[src/hw/brp_pkg.sv]
`default_nettype none
package brp_pkg;

  // Byte width of the multiplexed port and of each address half.
  localparam int BRP_BYTE_W = 8;
  localparam int BRP_ADDR_W = 16;
  localparam int BRP_ADDR_HI_MSB = 15;
  localparam int BRP_ADDR_HI_LSB = 8;
  localparam int BRP_ADDR_LO_MSB = 7;
  localparam int BRP_ADDR_LO_LSB = 0;

  // ROM access time in ns, turned into whole cycles at 250 MHz (rounded up).
  localparam int BRP_CLK_PERIOD_NS = 4;
  localparam int BRP_ROM_ACCESS_NS = 120;
  localparam int BRP_ROM_ACCESS_CYC = (BRP_ROM_ACCESS_NS + BRP_CLK_PERIOD_NS - 1) / BRP_CLK_PERIOD_NS;
  localparam int BRP_CNT_W = 8;
  localparam logic [BRP_CNT_W-1:0] BRP_WAIT_LAST = BRP_CNT_W'(BRP_ROM_ACCESS_CYC - 1);
  localparam logic [BRP_CNT_W-1:0] BRP_CNT_ZERO = 8'h00;
  localparam logic [BRP_CNT_W-1:0] BRP_CNT_ONE = 8'h01;

  localparam logic [BRP_BYTE_W-1:0] BRP_BYTE_ZERO = 8'h00;
  localparam logic [BRP_ADDR_W-1:0] BRP_ADDR_ZERO = 16'h0000;

  // Pin group of the ROM/LED port; enables are active low (low = device drives).
  typedef struct packed {
    logic [BRP_BYTE_W-1:0] portOut;
    logic portOe_n;
    logic highAddrLatchStrobe_n;
    logic lowAddrLatchStrobe_n;
    logic romOutputEnable_n;
  } brp_pins_t;

  typedef enum logic [2:0] {
    BRP_IDLE = 3'b000,
    BRP_HIGH = 3'b001,
    BRP_LOW = 3'b010,
    BRP_WAIT = 3'b011,
    BRP_DONE = 3'b100
  } brp_state_t;

endpackage : brp_pkg
`default_nettype wire

[src/hw/brp_sync.sv]
`timescale 1ns/1ns
`default_nettype none
module brp_sync
  import brp_pkg::*;
#(
  parameter int W = 8
) (
  input wire logic sys_clk,
  input wire logic rst_n,
  input wire logic [W-1:0] asyncIn,
  output logic [W-1:0] syncOut
);

  logic [W-1:0] stage1_reg;
  logic [W-1:0] stage2_reg;

  // The first stage feeds only the second; nothing else looks at it.
  always_ff @(posedge sys_clk or negedge rst_n) begin
    if (!rst_n) begin
      stage1_reg <= '0;
      stage2_reg <= '0;
    end else begin
      stage1_reg <= asyncIn;
      stage2_reg <= stage1_reg;
    end
  end

  assign syncOut = stage2_reg;

endmodule : brp_sync
`default_nettype wire

[src/hw/brp_rom_port.sv]
// Notes on behaviour
// - One shared 8-bit port carries address bytes out and read data back.
// - While the high strobe is low, the port drives the upper address byte.
// - While the low strobe is low, the port drives the lower address byte.
// - When no ROM access runs, the port shows the LED levels.
// - Output enable is active low; device drivers release the port while active.
// - The high strobe pulses low so the latch captures the upper byte.
`timescale 1ns/1ns
`default_nettype none
module brp_rom_port
  import brp_pkg::*;
(
  input wire logic sys_clk,
  input wire logic rst_n,
  input wire logic readReq,
  input wire logic [BRP_ADDR_W-1:0] readAddr,
  output logic readReady,
  output logic readDone,
  output logic [BRP_BYTE_W-1:0] readData,
  input wire logic [BRP_BYTE_W-1:0] ledLevels,
  input wire logic [BRP_BYTE_W-1:0] romAddrDataPortIn,
  output logic [BRP_BYTE_W-1:0] romAddrDataPortOut,
  output logic romAddrDataPortOe_n,
  output logic highAddrLatchStrobe_n,
  output logic lowAddrLatchStrobe_n,
  output logic romOutputEnable_n
);

  // ==========================================================================
  // Input synchroniser
  // ==========================================================================
  logic [BRP_BYTE_W-1:0] portInSync;

  // The pins are outside the clock domain, so they pass two flip-flops.
  // This adds two cycles to the data path that the wait count does not cover; the byte taken is the pin two cycles before the enable rises.
  // Only the end of the enable window reads the synchronised byte; other cycles ignore it.
  brp_sync #(.W(BRP_BYTE_W)) u_sync (
    .sys_clk(sys_clk),
    .rst_n(rst_n),
    .asyncIn(romAddrDataPortIn),
    .syncOut(portInSync)
  );

  // ==========================================================================
  // Access sequencer
  // ==========================================================================
  brp_state_t state_reg;
  brp_state_t state_next;
  logic [BRP_ADDR_W-1:0] addr_reg;
  logic [BRP_ADDR_W-1:0] addr_next;
  logic [BRP_CNT_W-1:0] cnt_reg;
  logic [BRP_CNT_W-1:0] cnt_next;
  // The flag waitLast marks the final cycle of the enable window.
  logic waitLast;

  // An access runs idle, high byte, low byte, then the enable window and one turnaround cycle.
  // The address is held in addr_reg, so the request lines may change once the request is taken.
  // The whole access takes a fixed number of cycles; there is no early end and no abort.
  assign waitLast = (state_reg == BRP_WAIT) && (cnt_reg == BRP_WAIT_LAST);

  always_comb begin
    state_next = state_reg;
    addr_next = addr_reg;
    cnt_next = cnt_reg;
    unique case (state_reg)
      BRP_IDLE: begin
        // Requests are looked at only here, so one made while busy is dropped, not queued.
        if (readReq) begin
          addr_next = readAddr;
          state_next = BRP_HIGH;
        end
      end
      BRP_HIGH: begin
        state_next = BRP_LOW;
      end
      BRP_LOW: begin
        state_next = BRP_WAIT;
        cnt_next = BRP_CNT_ZERO;
      end
      BRP_WAIT: begin
        // Counting from zero keeps the enable low for exactly the access time in cycles.
        cnt_next = cnt_reg + BRP_CNT_ONE;
        if (waitLast) begin
          state_next = BRP_DONE;
        end
      end
      BRP_DONE: begin
        // The port stays released for one more cycle here.
        state_next = BRP_IDLE;
      end
      default: begin
        state_next = BRP_IDLE;
      end
    endcase
  end

  always_ff @(posedge sys_clk or negedge rst_n) begin
    if (!rst_n) begin
      state_reg <= BRP_IDLE;
      addr_reg <= BRP_ADDR_ZERO;
      cnt_reg <= BRP_CNT_ZERO;
    end else begin
      state_reg <= state_next;
      addr_reg <= addr_next;
      cnt_reg <= cnt_next;
    end
  end

  // ==========================================================================
  // Read data capture
  // ==========================================================================
  logic [BRP_BYTE_W-1:0] data_reg;
  logic [BRP_BYTE_W-1:0] data_next;
  logic done_reg;
  logic done_next;

  // The byte is kept until the next access ends, so a slow consumer may read it late.
  // The done pulse lasts one cycle and rises on the same edge that loads the byte.
  always_comb begin
    data_next = data_reg;
    done_next = 1'b0;
    if (waitLast) begin
      // Sampled while enable still stands; the synchronised byte is the pin from two cycles earlier.
      data_next = portInSync;
      done_next = 1'b1;
    end
  end

  always_ff @(posedge sys_clk or negedge rst_n) begin
    if (!rst_n) begin
      data_reg <= BRP_BYTE_ZERO;
      done_reg <= 1'b0;
    end else begin
      data_reg <= data_next;
      done_reg <= done_next;
    end
  end

  // ==========================================================================
  // Port drivers
  // ==========================================================================
  brp_pins_t pins_reg;
  brp_pins_t pins_next;

  // Every cycle without a ROM step falls back to the LED levels with the drivers on.
  always_comb begin
    pins_next.highAddrLatchStrobe_n = 1'b1;
    pins_next.lowAddrLatchStrobe_n = 1'b1;
    pins_next.romOutputEnable_n = 1'b1;
    pins_next.portOe_n = 1'b0;
    pins_next.portOut = ledLevels;
    unique case (state_reg)
      BRP_IDLE: begin
        // The high byte goes out with its strobe on the edge that takes the request.
        if (readReq) begin
          pins_next.highAddrLatchStrobe_n = 1'b0;
          pins_next.portOut = readAddr[BRP_ADDR_HI_MSB:BRP_ADDR_HI_LSB];
        end
      end
      BRP_HIGH: begin
        pins_next.lowAddrLatchStrobe_n = 1'b0;
        pins_next.portOut = addr_reg[BRP_ADDR_LO_MSB:BRP_ADDR_LO_LSB];
      end
      BRP_LOW: begin
        // Drivers let go in the same cycle as the enable falls, so the ROM never meets them.
        pins_next.romOutputEnable_n = 1'b0;
        pins_next.portOe_n = 1'b1;
        pins_next.portOut = BRP_BYTE_ZERO;
      end
      BRP_WAIT: begin
        // The enable rises on the edge that loads the byte, so data is taken before the ROM lets go.
        pins_next.romOutputEnable_n = waitLast;
        pins_next.portOe_n = 1'b1;
        pins_next.portOut = BRP_BYTE_ZERO;
      end
      BRP_DONE: begin
        // One turnaround cycle with the port released avoids a drive fight with the ROM.
        pins_next.portOe_n = 1'b1;
        pins_next.portOut = BRP_BYTE_ZERO;
      end
      default: begin
        // An illegal state code shows the LED levels, as idle does.
        pins_next.portOut = ledLevels;
      end
    endcase
  end

  // Out of reset the port is released and every strobe and enable is idle.
  always_ff @(posedge sys_clk or negedge rst_n) begin
    if (!rst_n) begin
      pins_reg.portOut <= BRP_BYTE_ZERO;
      pins_reg.portOe_n <= 1'b1;
      pins_reg.highAddrLatchStrobe_n <= 1'b1;
      pins_reg.lowAddrLatchStrobe_n <= 1'b1;
      pins_reg.romOutputEnable_n <= 1'b1;
    end else begin
      pins_reg <= pins_next;
    end
  end

  // ==========================================================================
  // Handshake and data outputs
  // ==========================================================================
  // Ready comes straight from the state register, so a request may follow in the cycle it rises.
  assign readReady = (state_reg == BRP_IDLE);
  assign readDone = done_reg;
  assign readData = data_reg;

  // ==========================================================================
  // Pin outputs
  // ==========================================================================
  // Each pin follows a flip-flop, so no decode glitch can reach a latch strobe.
  assign romAddrDataPortOut = pins_reg.portOut;
  assign romAddrDataPortOe_n = pins_reg.portOe_n;
  assign highAddrLatchStrobe_n = pins_reg.highAddrLatchStrobe_n;
  assign lowAddrLatchStrobe_n = pins_reg.lowAddrLatchStrobe_n;
  assign romOutputEnable_n = pins_reg.romOutputEnable_n;

endmodule : brp_rom_port
`default_nettype wire

[config.mk]
export PLATFORM = sky130hd
export DESIGN_NAME = brp_rom_port
export DESIGN_NICKNAME = d
export VERILOG_FILES = /design/src/hw/brp_pkg.sv /design/src/hw/brp_sync.sv /design/src/hw/brp_rom_port.sv
export SDC_FILE = /design/constraint.sdc
export NUM_CORES = 1
export LEC_CHECK = 0
export BUFFER_PORTS_ARGS = -buffer_cell sky130_fd_sc_hd__buf_4
export CORE_ASPECT_RATIO = 0.8
export CORE_MARGIN = 1.5
export CORE_UTILIZATION = 52
export CTS_BUF_LIST = sky130_fd_sc_hd__clkbuf_4 sky130_fd_sc_hd__clkbuf_8 sky130_fd_sc_hd__clkbuf_16
export DETAILED_ROUTE_END_ITERATION = 16
export HOLD_SLACK_MARGIN = 0.02
export PLACE_DENSITY = 0.87
export SYNTH_ARGS = -nofsm -noshare
export SYNTH_HDL_FRONTEND = slang
export SYNTH_SLANG_ARGS = --single-unit
[constraint.sdc]
create_clock -name sys_clk -period 2 [get_ports sys_clk]
set_input_delay 0.6 -clock sys_clk [delete_from_list [all_inputs] [get_ports sys_clk]]
set_output_delay 0.6 -clock sys_clk [all_outputs]
set_load 0.005 [all_outputs]
==> run summary, run 1 <==
RSZ-0062 raised after global routing: false
core box area: 3930 um2
ratio of final minimum period to clock period: 93.3%
Seq/Total Area, Yosys: 64.0%
Hold Crit Class: input pin to asynchronous set/reset pin
Die Span Y: 61.2 um
Final Hold Viols: 0
PortBufs: 56
grt ovf: 0
register area: 1410 um2
Routed Antenna Nets: 0
die area: 4630 um2
post-placement cell count: 266
fmax: 536 MHz
initial drt markers: 156
initial antenna violation count: 0
share of cells above drive strength 1: 42.9%
CP Max Fanout: 13
Non-Filler Instances: 274
EDFF count, synth: 0
Yosys top cell area share: 59.2%
Root Driver: clkbuf_8
Synth Area in Compound Gates: 9.56%
adder-cell share of the synthesized area: 1.14%
CTS Hold Bufs: 0
Slew @ Worst Pin: 0.679 ns
synthesized cell area: 2200 um2
CTS Buf Count: 5
Min Hold Slack: 0.302 ns
worst skew pair latency: 0.31 ns
final worst slack: 0.134 ns
area leader, netlist: dfrtp_1
Final setup viols: 0
post-synthesis cell type count: 38
Leakage: 0.00134 uW
skew final: 0.00723 ns
met2 routed WL: 2.14 mm
CP endpoint kind: output pin
DP HPWL: 3.00 mm
# fillers: 290
Metal-1 WL: 1.88 mm
via count: 1,504
met3 routed WL: 275 um
Gate Count Post-Synth: 159
Layout area overhead: 25.6%
dpl ws: 0.326 ns
gr usage total: 21.4%
gpl congestion: 0.771
IO Count: 57
drt first pass iters: 4
Mapped Nets: 196
#FFs+latches synth: 56
H-tree levels: 2
TritonCTS clock tree: built
Remaining DRCs: 0
clock tree buffer depth: 2
CP Class: flip-flop to output pin
Arr. time, crit path: 1.27 ns
Top Layer Used: met4
Resized Gates After CTS: 0
Post-synth ARST share: 100%
Rows: 20
largest net degree at the start of global routing: 57
via/cell ratio: 5.49
n_diodes: 0
xor and xnor fraction of the mapped netlist area: 0%
Peak VDD IR: 0.690 mV
Syn. warnings: 0
Max-slew headroom: 54.7%
global-route wire length before repair: 7.09 mm
Synth Flop Type: dfrtp_1
Layout Nets: 255
PwrDens: 1140 nW/um2
max_cap viols: 0
Synth Area in Simple Gates: 12.5%
WP data required: 1.40 ns
vias in the first global route: 1,475
Slew Limit Fails: 0
Worst Setup Start Kind: flip-flop
DIE WIDTH: 75.7 um
multi-input logic area: 722 um2
main combinational cell family by area after synthesis: simple AND/OR/NAND/NOR gates
max incr delay on CP: 0.56 ns
setup TNS: 0 ns
DR WL/cell: 16.0 um
Tmin final: 1.87 ns
CP top delay family: flip-flops
post-CTS setup buffers: 0
WP buf/inv: 1
slowest CP cell: dfrtp_1
Initial Utilization: 56.0%
Routed WL: 4.37 mm
crit path cell chain: nor3_1, buf_4
Synth area leaders: dfrtp_1 59%, mux2_2 8.7%, dfstp_2 4.8%, a22oi_1 2.7%, nand2_1 2.6%
Worst-path clk slew: 0.11 ns
status: complete, no violations
CTS Sinks: 56
Syn Area/Cell: 13.8 um2
post-synthesis mux area share: 9.68%
logic make-up (layout without fill, tap and decap cells):
family,after synthesis,count (layout)
flops,56,56
buf+inv,13,73
fa+ha+maj,2,2
compound gates,30,30
simple gates,39,39
mux,19,19
report_power, final:
part / internal, uW / switching (uW) / total [uW]
Clock: 265 / 400 / 665
Combinational: 496 / 356 / 852
Sequential: 1380 / 236 / 1620
Total: 2140 / 992 / 3140
synthesized netlist by cell type (2+ instances only):
library cell,number
nand3_1,3
nor4b_4,2
nor3b_1,4
buf_6,2
nand2_1,15
a22o_1,3
dfstp_2,4
a22oi_1,8
o21ai_0,9
a31oi_1,2
dfrtp_1,52
a221o_1,2
clkbuf_1,2
and3_1,4
nand3b_1,2
mux2_2,17
ha_1,2
inv_1,6
cells in the final DEF, fill, tap and decap left out, drive strengths merged, types with 3 or more instances in the layout:
cell / Yosys / layout
buf: 4 / 59
dfrtp: 52 / 52
mux2: 18 / 18
nand2: 15 / 15
o21ai: 9 / 9
inv: 6 / 9
a22oi: 8 / 8
clkbuf: 3 / 5
nor3b: 5 / 5
and3: 4 / 4
dfstp: 4 / 4
nand3: 3 / 3
a22o: 3 / 3
area by class of cell:
class,instances,share of cell area [%]
tap,55,2.49
sequential,56,51.0
timing repair buffer,59,16.0
multi-input combinational,90,26.2
clock buffer,5,2.49
clock inverter,3,1.04
inverter,6,0.816
through the flow:
stage                     power (uW)  instance area (um2)  util (%)
after floorplan                 2090                 2200         -
after global placement          2420                 2660      67.8
after detailed placement        2480                 2660      67.8
after CTS                       3160                 2760      70.3
after global routing            3320                 2760      70.3
final                           3140                 2760      70.3
final timing paths:
kind                                 startpoint                    end  slack [ns]  depth (start not counted)
max                                state_reg[2]              readReady        0.13                          2
min                                       rst_n               readDone        0.30                          1
max reg2reg                        state_reg[0]  romAddrDataPortOut[7]        0.29                          3
min reg2reg                u_sync.stage1_reg[4]      u_sync.syncOut[4]        0.36                          0
max in group asynchronous                 rst_n             cnt_reg[2]        1.23                          1
min in group sys_clk       u_sync.stage1_reg[4]      u_sync.syncOut[4]        0.36                          0
metal layers:
layer / track usage, % / vias to the layer above
li1: - / 686
met1: 29.0 / 752
met3: 6.71 / 10
met5: 0 / -
met2: 32.8 / 56
met4: 8.16 / 0
worst reg2reg max path, stage by stage (launching register included):
cell and delay [ns]:
dfrtp_1 0.66, nor3b_2 0.65, a22oi_1 0.22, nand2_1 0.12
Power figures use the tool's default switching activity.
==> run 2, diff against run 1 <==
--- a/config.mk
+++ b/config.mk
@@ -6,13 +6,14 @@
 export NUM_CORES = 1
 export LEC_CHECK = 0
 export BUFFER_PORTS_ARGS = -buffer_cell sky130_fd_sc_hd__buf_4
+export CAP_MARGIN = 10
 export CORE_ASPECT_RATIO = 0.8
 export CORE_MARGIN = 1.5
-export CORE_UTILIZATION = 52
+export CORE_UTILIZATION = 35
 export CTS_BUF_LIST = sky130_fd_sc_hd__clkbuf_4 sky130_fd_sc_hd__clkbuf_8 sky130_fd_sc_hd__clkbuf_16
 export DETAILED_ROUTE_END_ITERATION = 16
 export HOLD_SLACK_MARGIN = 0.02
-export PLACE_DENSITY = 0.87
+export PLACE_DENSITY = 0.65
 export SYNTH_ARGS = -nofsm -noshare
 export SYNTH_HDL_FRONTEND = slang
 export SYNTH_SLANG_ARGS = --single-unit
==> run 2 against run 1 <==
  * Critical path depth stayed put
  * Setup slack got worse by 0.016 ns
  * Critical endpoint unchanged
  * Sequential cell count unchanged
  * First-iteration DRC count shrank 75%
  * Utilization is 23 points lower
  * Highest routed layer unchanged
  * Largest power group unchanged
==> run summary, run 2 (synthesis results as in run 1) <==
status: complete, no violations
Layout area overhead: 28.0%
max_cap viols: 0 (unchanged)
share of cells above drive strength 1: 43.2% (+0.26 points)
final core occ: 47.1% (-23 points)
final worst slack: 0.118 ns (-0.0156 ns)
worst skew pair latency: 0.30 ns (about the same)
WP data required: 1.40 ns (about the same)
crit path cell chain: nor3_1, buf_4
Peak VDD IR: 0.440 mV (-36%)
Min Hold Slack: 0.333 ns (+0.0310 ns)
via count: 1,431 (-4.9%)
post-placement cell count: 293 (+10%)
skew final: 0.00842 ns (+0.00119 ns)
Rows: 25 (+25%)
Die Span Y: 73.9 um (+21%)
vias in the first global route: 1,457 (-1.2%)
Non-Filler Instances: 301 (+9.9%)
die area: 6770 um2 (+46%)
gpl congestion: 0.753 (-2.3%)
clock tree buffer depth: 2 (unchanged)
TritonCTS clock tree: built
H-tree levels: 2 (unchanged)
via/cell ratio: 4.75 (-13%)
Max-slew headroom: 54.7% (about the same)
Leakage: 0.00135 uW (+0.64%)
slowest CP cell: dfrtp_1
Slew @ Worst Pin: 0.679 ns (-0.0000377 ns)
max incr delay on CP: 0.56 ns (about the same)
Tmin final: 1.88 ns (+0.0156 ns)
Remaining DRCs: 0 (unchanged)
IO Count: 57 (unchanged)
CP endpoint kind: output pin
DR WL/cell: 13.5 um (-15%)
CP Class: flip-flop to output pin
grt ovf: 0 (unchanged)
setup TNS: 0 ns (unchanged)
PwrDens: 1120 nW/um2 (-1.8%)
CTS Hold Bufs: 0 (unchanged)
Routed Antenna Nets: 0 (unchanged)
drt first pass iters: 4 (unchanged)
global-route wire length before repair: 6.84 mm (-3.5%)
post-CTS setup buffers: 0 (unchanged)
Hold Crit Class: input pin to asynchronous set/reset pin
commonest non-fill, non-tap cell in the layout: buf_4
RSZ-0062 raised after global routing: false
n_diodes: 0 (unchanged)
CP top delay family: flip-flops
dpl ws: 0.347 ns (+0.0209 ns)
fmax: 531 MHz (-0.83%)
Initial Utilization: 36.8% (-19 points)
ratio of final minimum period to clock period: 94.1% (+0.78 points)
DIE WIDTH: 91.6 um (+21%)
PortBufs: 56 (unchanged)
initial antenna violation count: 0 (unchanged)
Resized Gates After CTS: 0 (unchanged)
Final Hold Viols: 0 (unchanged)
CTS Buf Count: 5 (unchanged)
CP Max Fanout: 13 (unchanged)
DP HPWL: 2.78 mm (-7.5%)
Layout Nets: 256 (+0.39%)
most frequent cells in the layout: 60 x buf_4, 52 x dfrtp_1, 17 x mux2_2, 15 x nand2_1, 9 x o21ai_0
core box area: 5970 um2 (+52%)
WP buf/inv: 1 (unchanged)
initial drt markers: 39 (-75%)
Arr. time, crit path: 1.28 ns (about the same)
Worst Setup Start Kind: flip-flop
Root Driver: clkbuf_8
CTS Sinks: 56 (unchanged)
Final setup viols: 0 (unchanged)
Worst-path clk slew: 0.10 ns (about the same)
largest net degree at the start of global routing: 57 (unchanged)
Slew Limit Fails: 0 (unchanged)
Routed WL: 4.07 mm (-6.9%)
gr usage total: 13.4% (-8.0 points)
[run 2: changes by cell type in the layout (fill, tap and decap cells not counted), sizes merged]
| cell | delta |
|---|---|
| buf | +1 |
| bufinv | +1 |
| clkinv | +1 |
| clkinvlp | +1 |
| inv | -3 |
[run 2: per-stage QoR]
| step | cell area, um2 | power, uW |
|---|---|---|
| 2_1_floorplan | 2200 | 2090 |
| 3_3_place_gp | 2700 | 2440 |
| 3_5_place_dp | 2700 | 2460 |
| 5_1_grt | 2810 | 3360 |
| 4_1_cts | 2810 | 3190 |
| 6_report | 2810 | 3140 |
[run 2: final timing paths]
path	start	endpoint	slack, ns	cells after the start
min in group sys_clk	u_sync.stage1_reg[2]	u_sync.syncOut[2]	0.35	0
setup reg to reg	cnt_reg[0]	readData[7]	0.34	4
setup / recovery	state_reg[2]	readReady	0.12	2
hold / removal	rst_n	cnt_reg[3]	0.33	1
max in group asynchronous	rst_n	u_sync.syncOut[6]	1.22	1
hold reg to reg	u_sync.stage1_reg[2]	u_sync.syncOut[2]	0.35	0
[run 2: layout make-up]
cell class | count | area (um2)
Inverter | 6 | 22.5
Clock buffer | 5 | 68.8
Multi-Input combinational cell | 90 | 722
Clock inverter | 3 | 42.5
Tap cell | 81 | 101
Fill cell | 537 | 3160
Sequential cell | 56 | 1410
Timing Repair Buffer | 60 | 450
[run 2: layer usage]
metal	vias up	share of wire, %	global-route usage [%]
met5	-	0	0
met4	0	1.1	5.21
met3	5	8.3	5.18
met2	47	45	20.8
met1	692	46	17.0
li1	687	-	-
[run 2: worst reg2reg max path, stage by stage, from the launching register on]
cell and delay (ns):
dfrtp_1 0.49, ha_1 0.20, nor4b_4 0.27, nand4_4 0.26, mux2_2 0.34
[run 2: where the power goes]
part	internal (uW)	switching, uW	total [uW]
sequential	1380	205	1590
clock	371	352	723
combinational	499	329	827
total	2250	886	3140
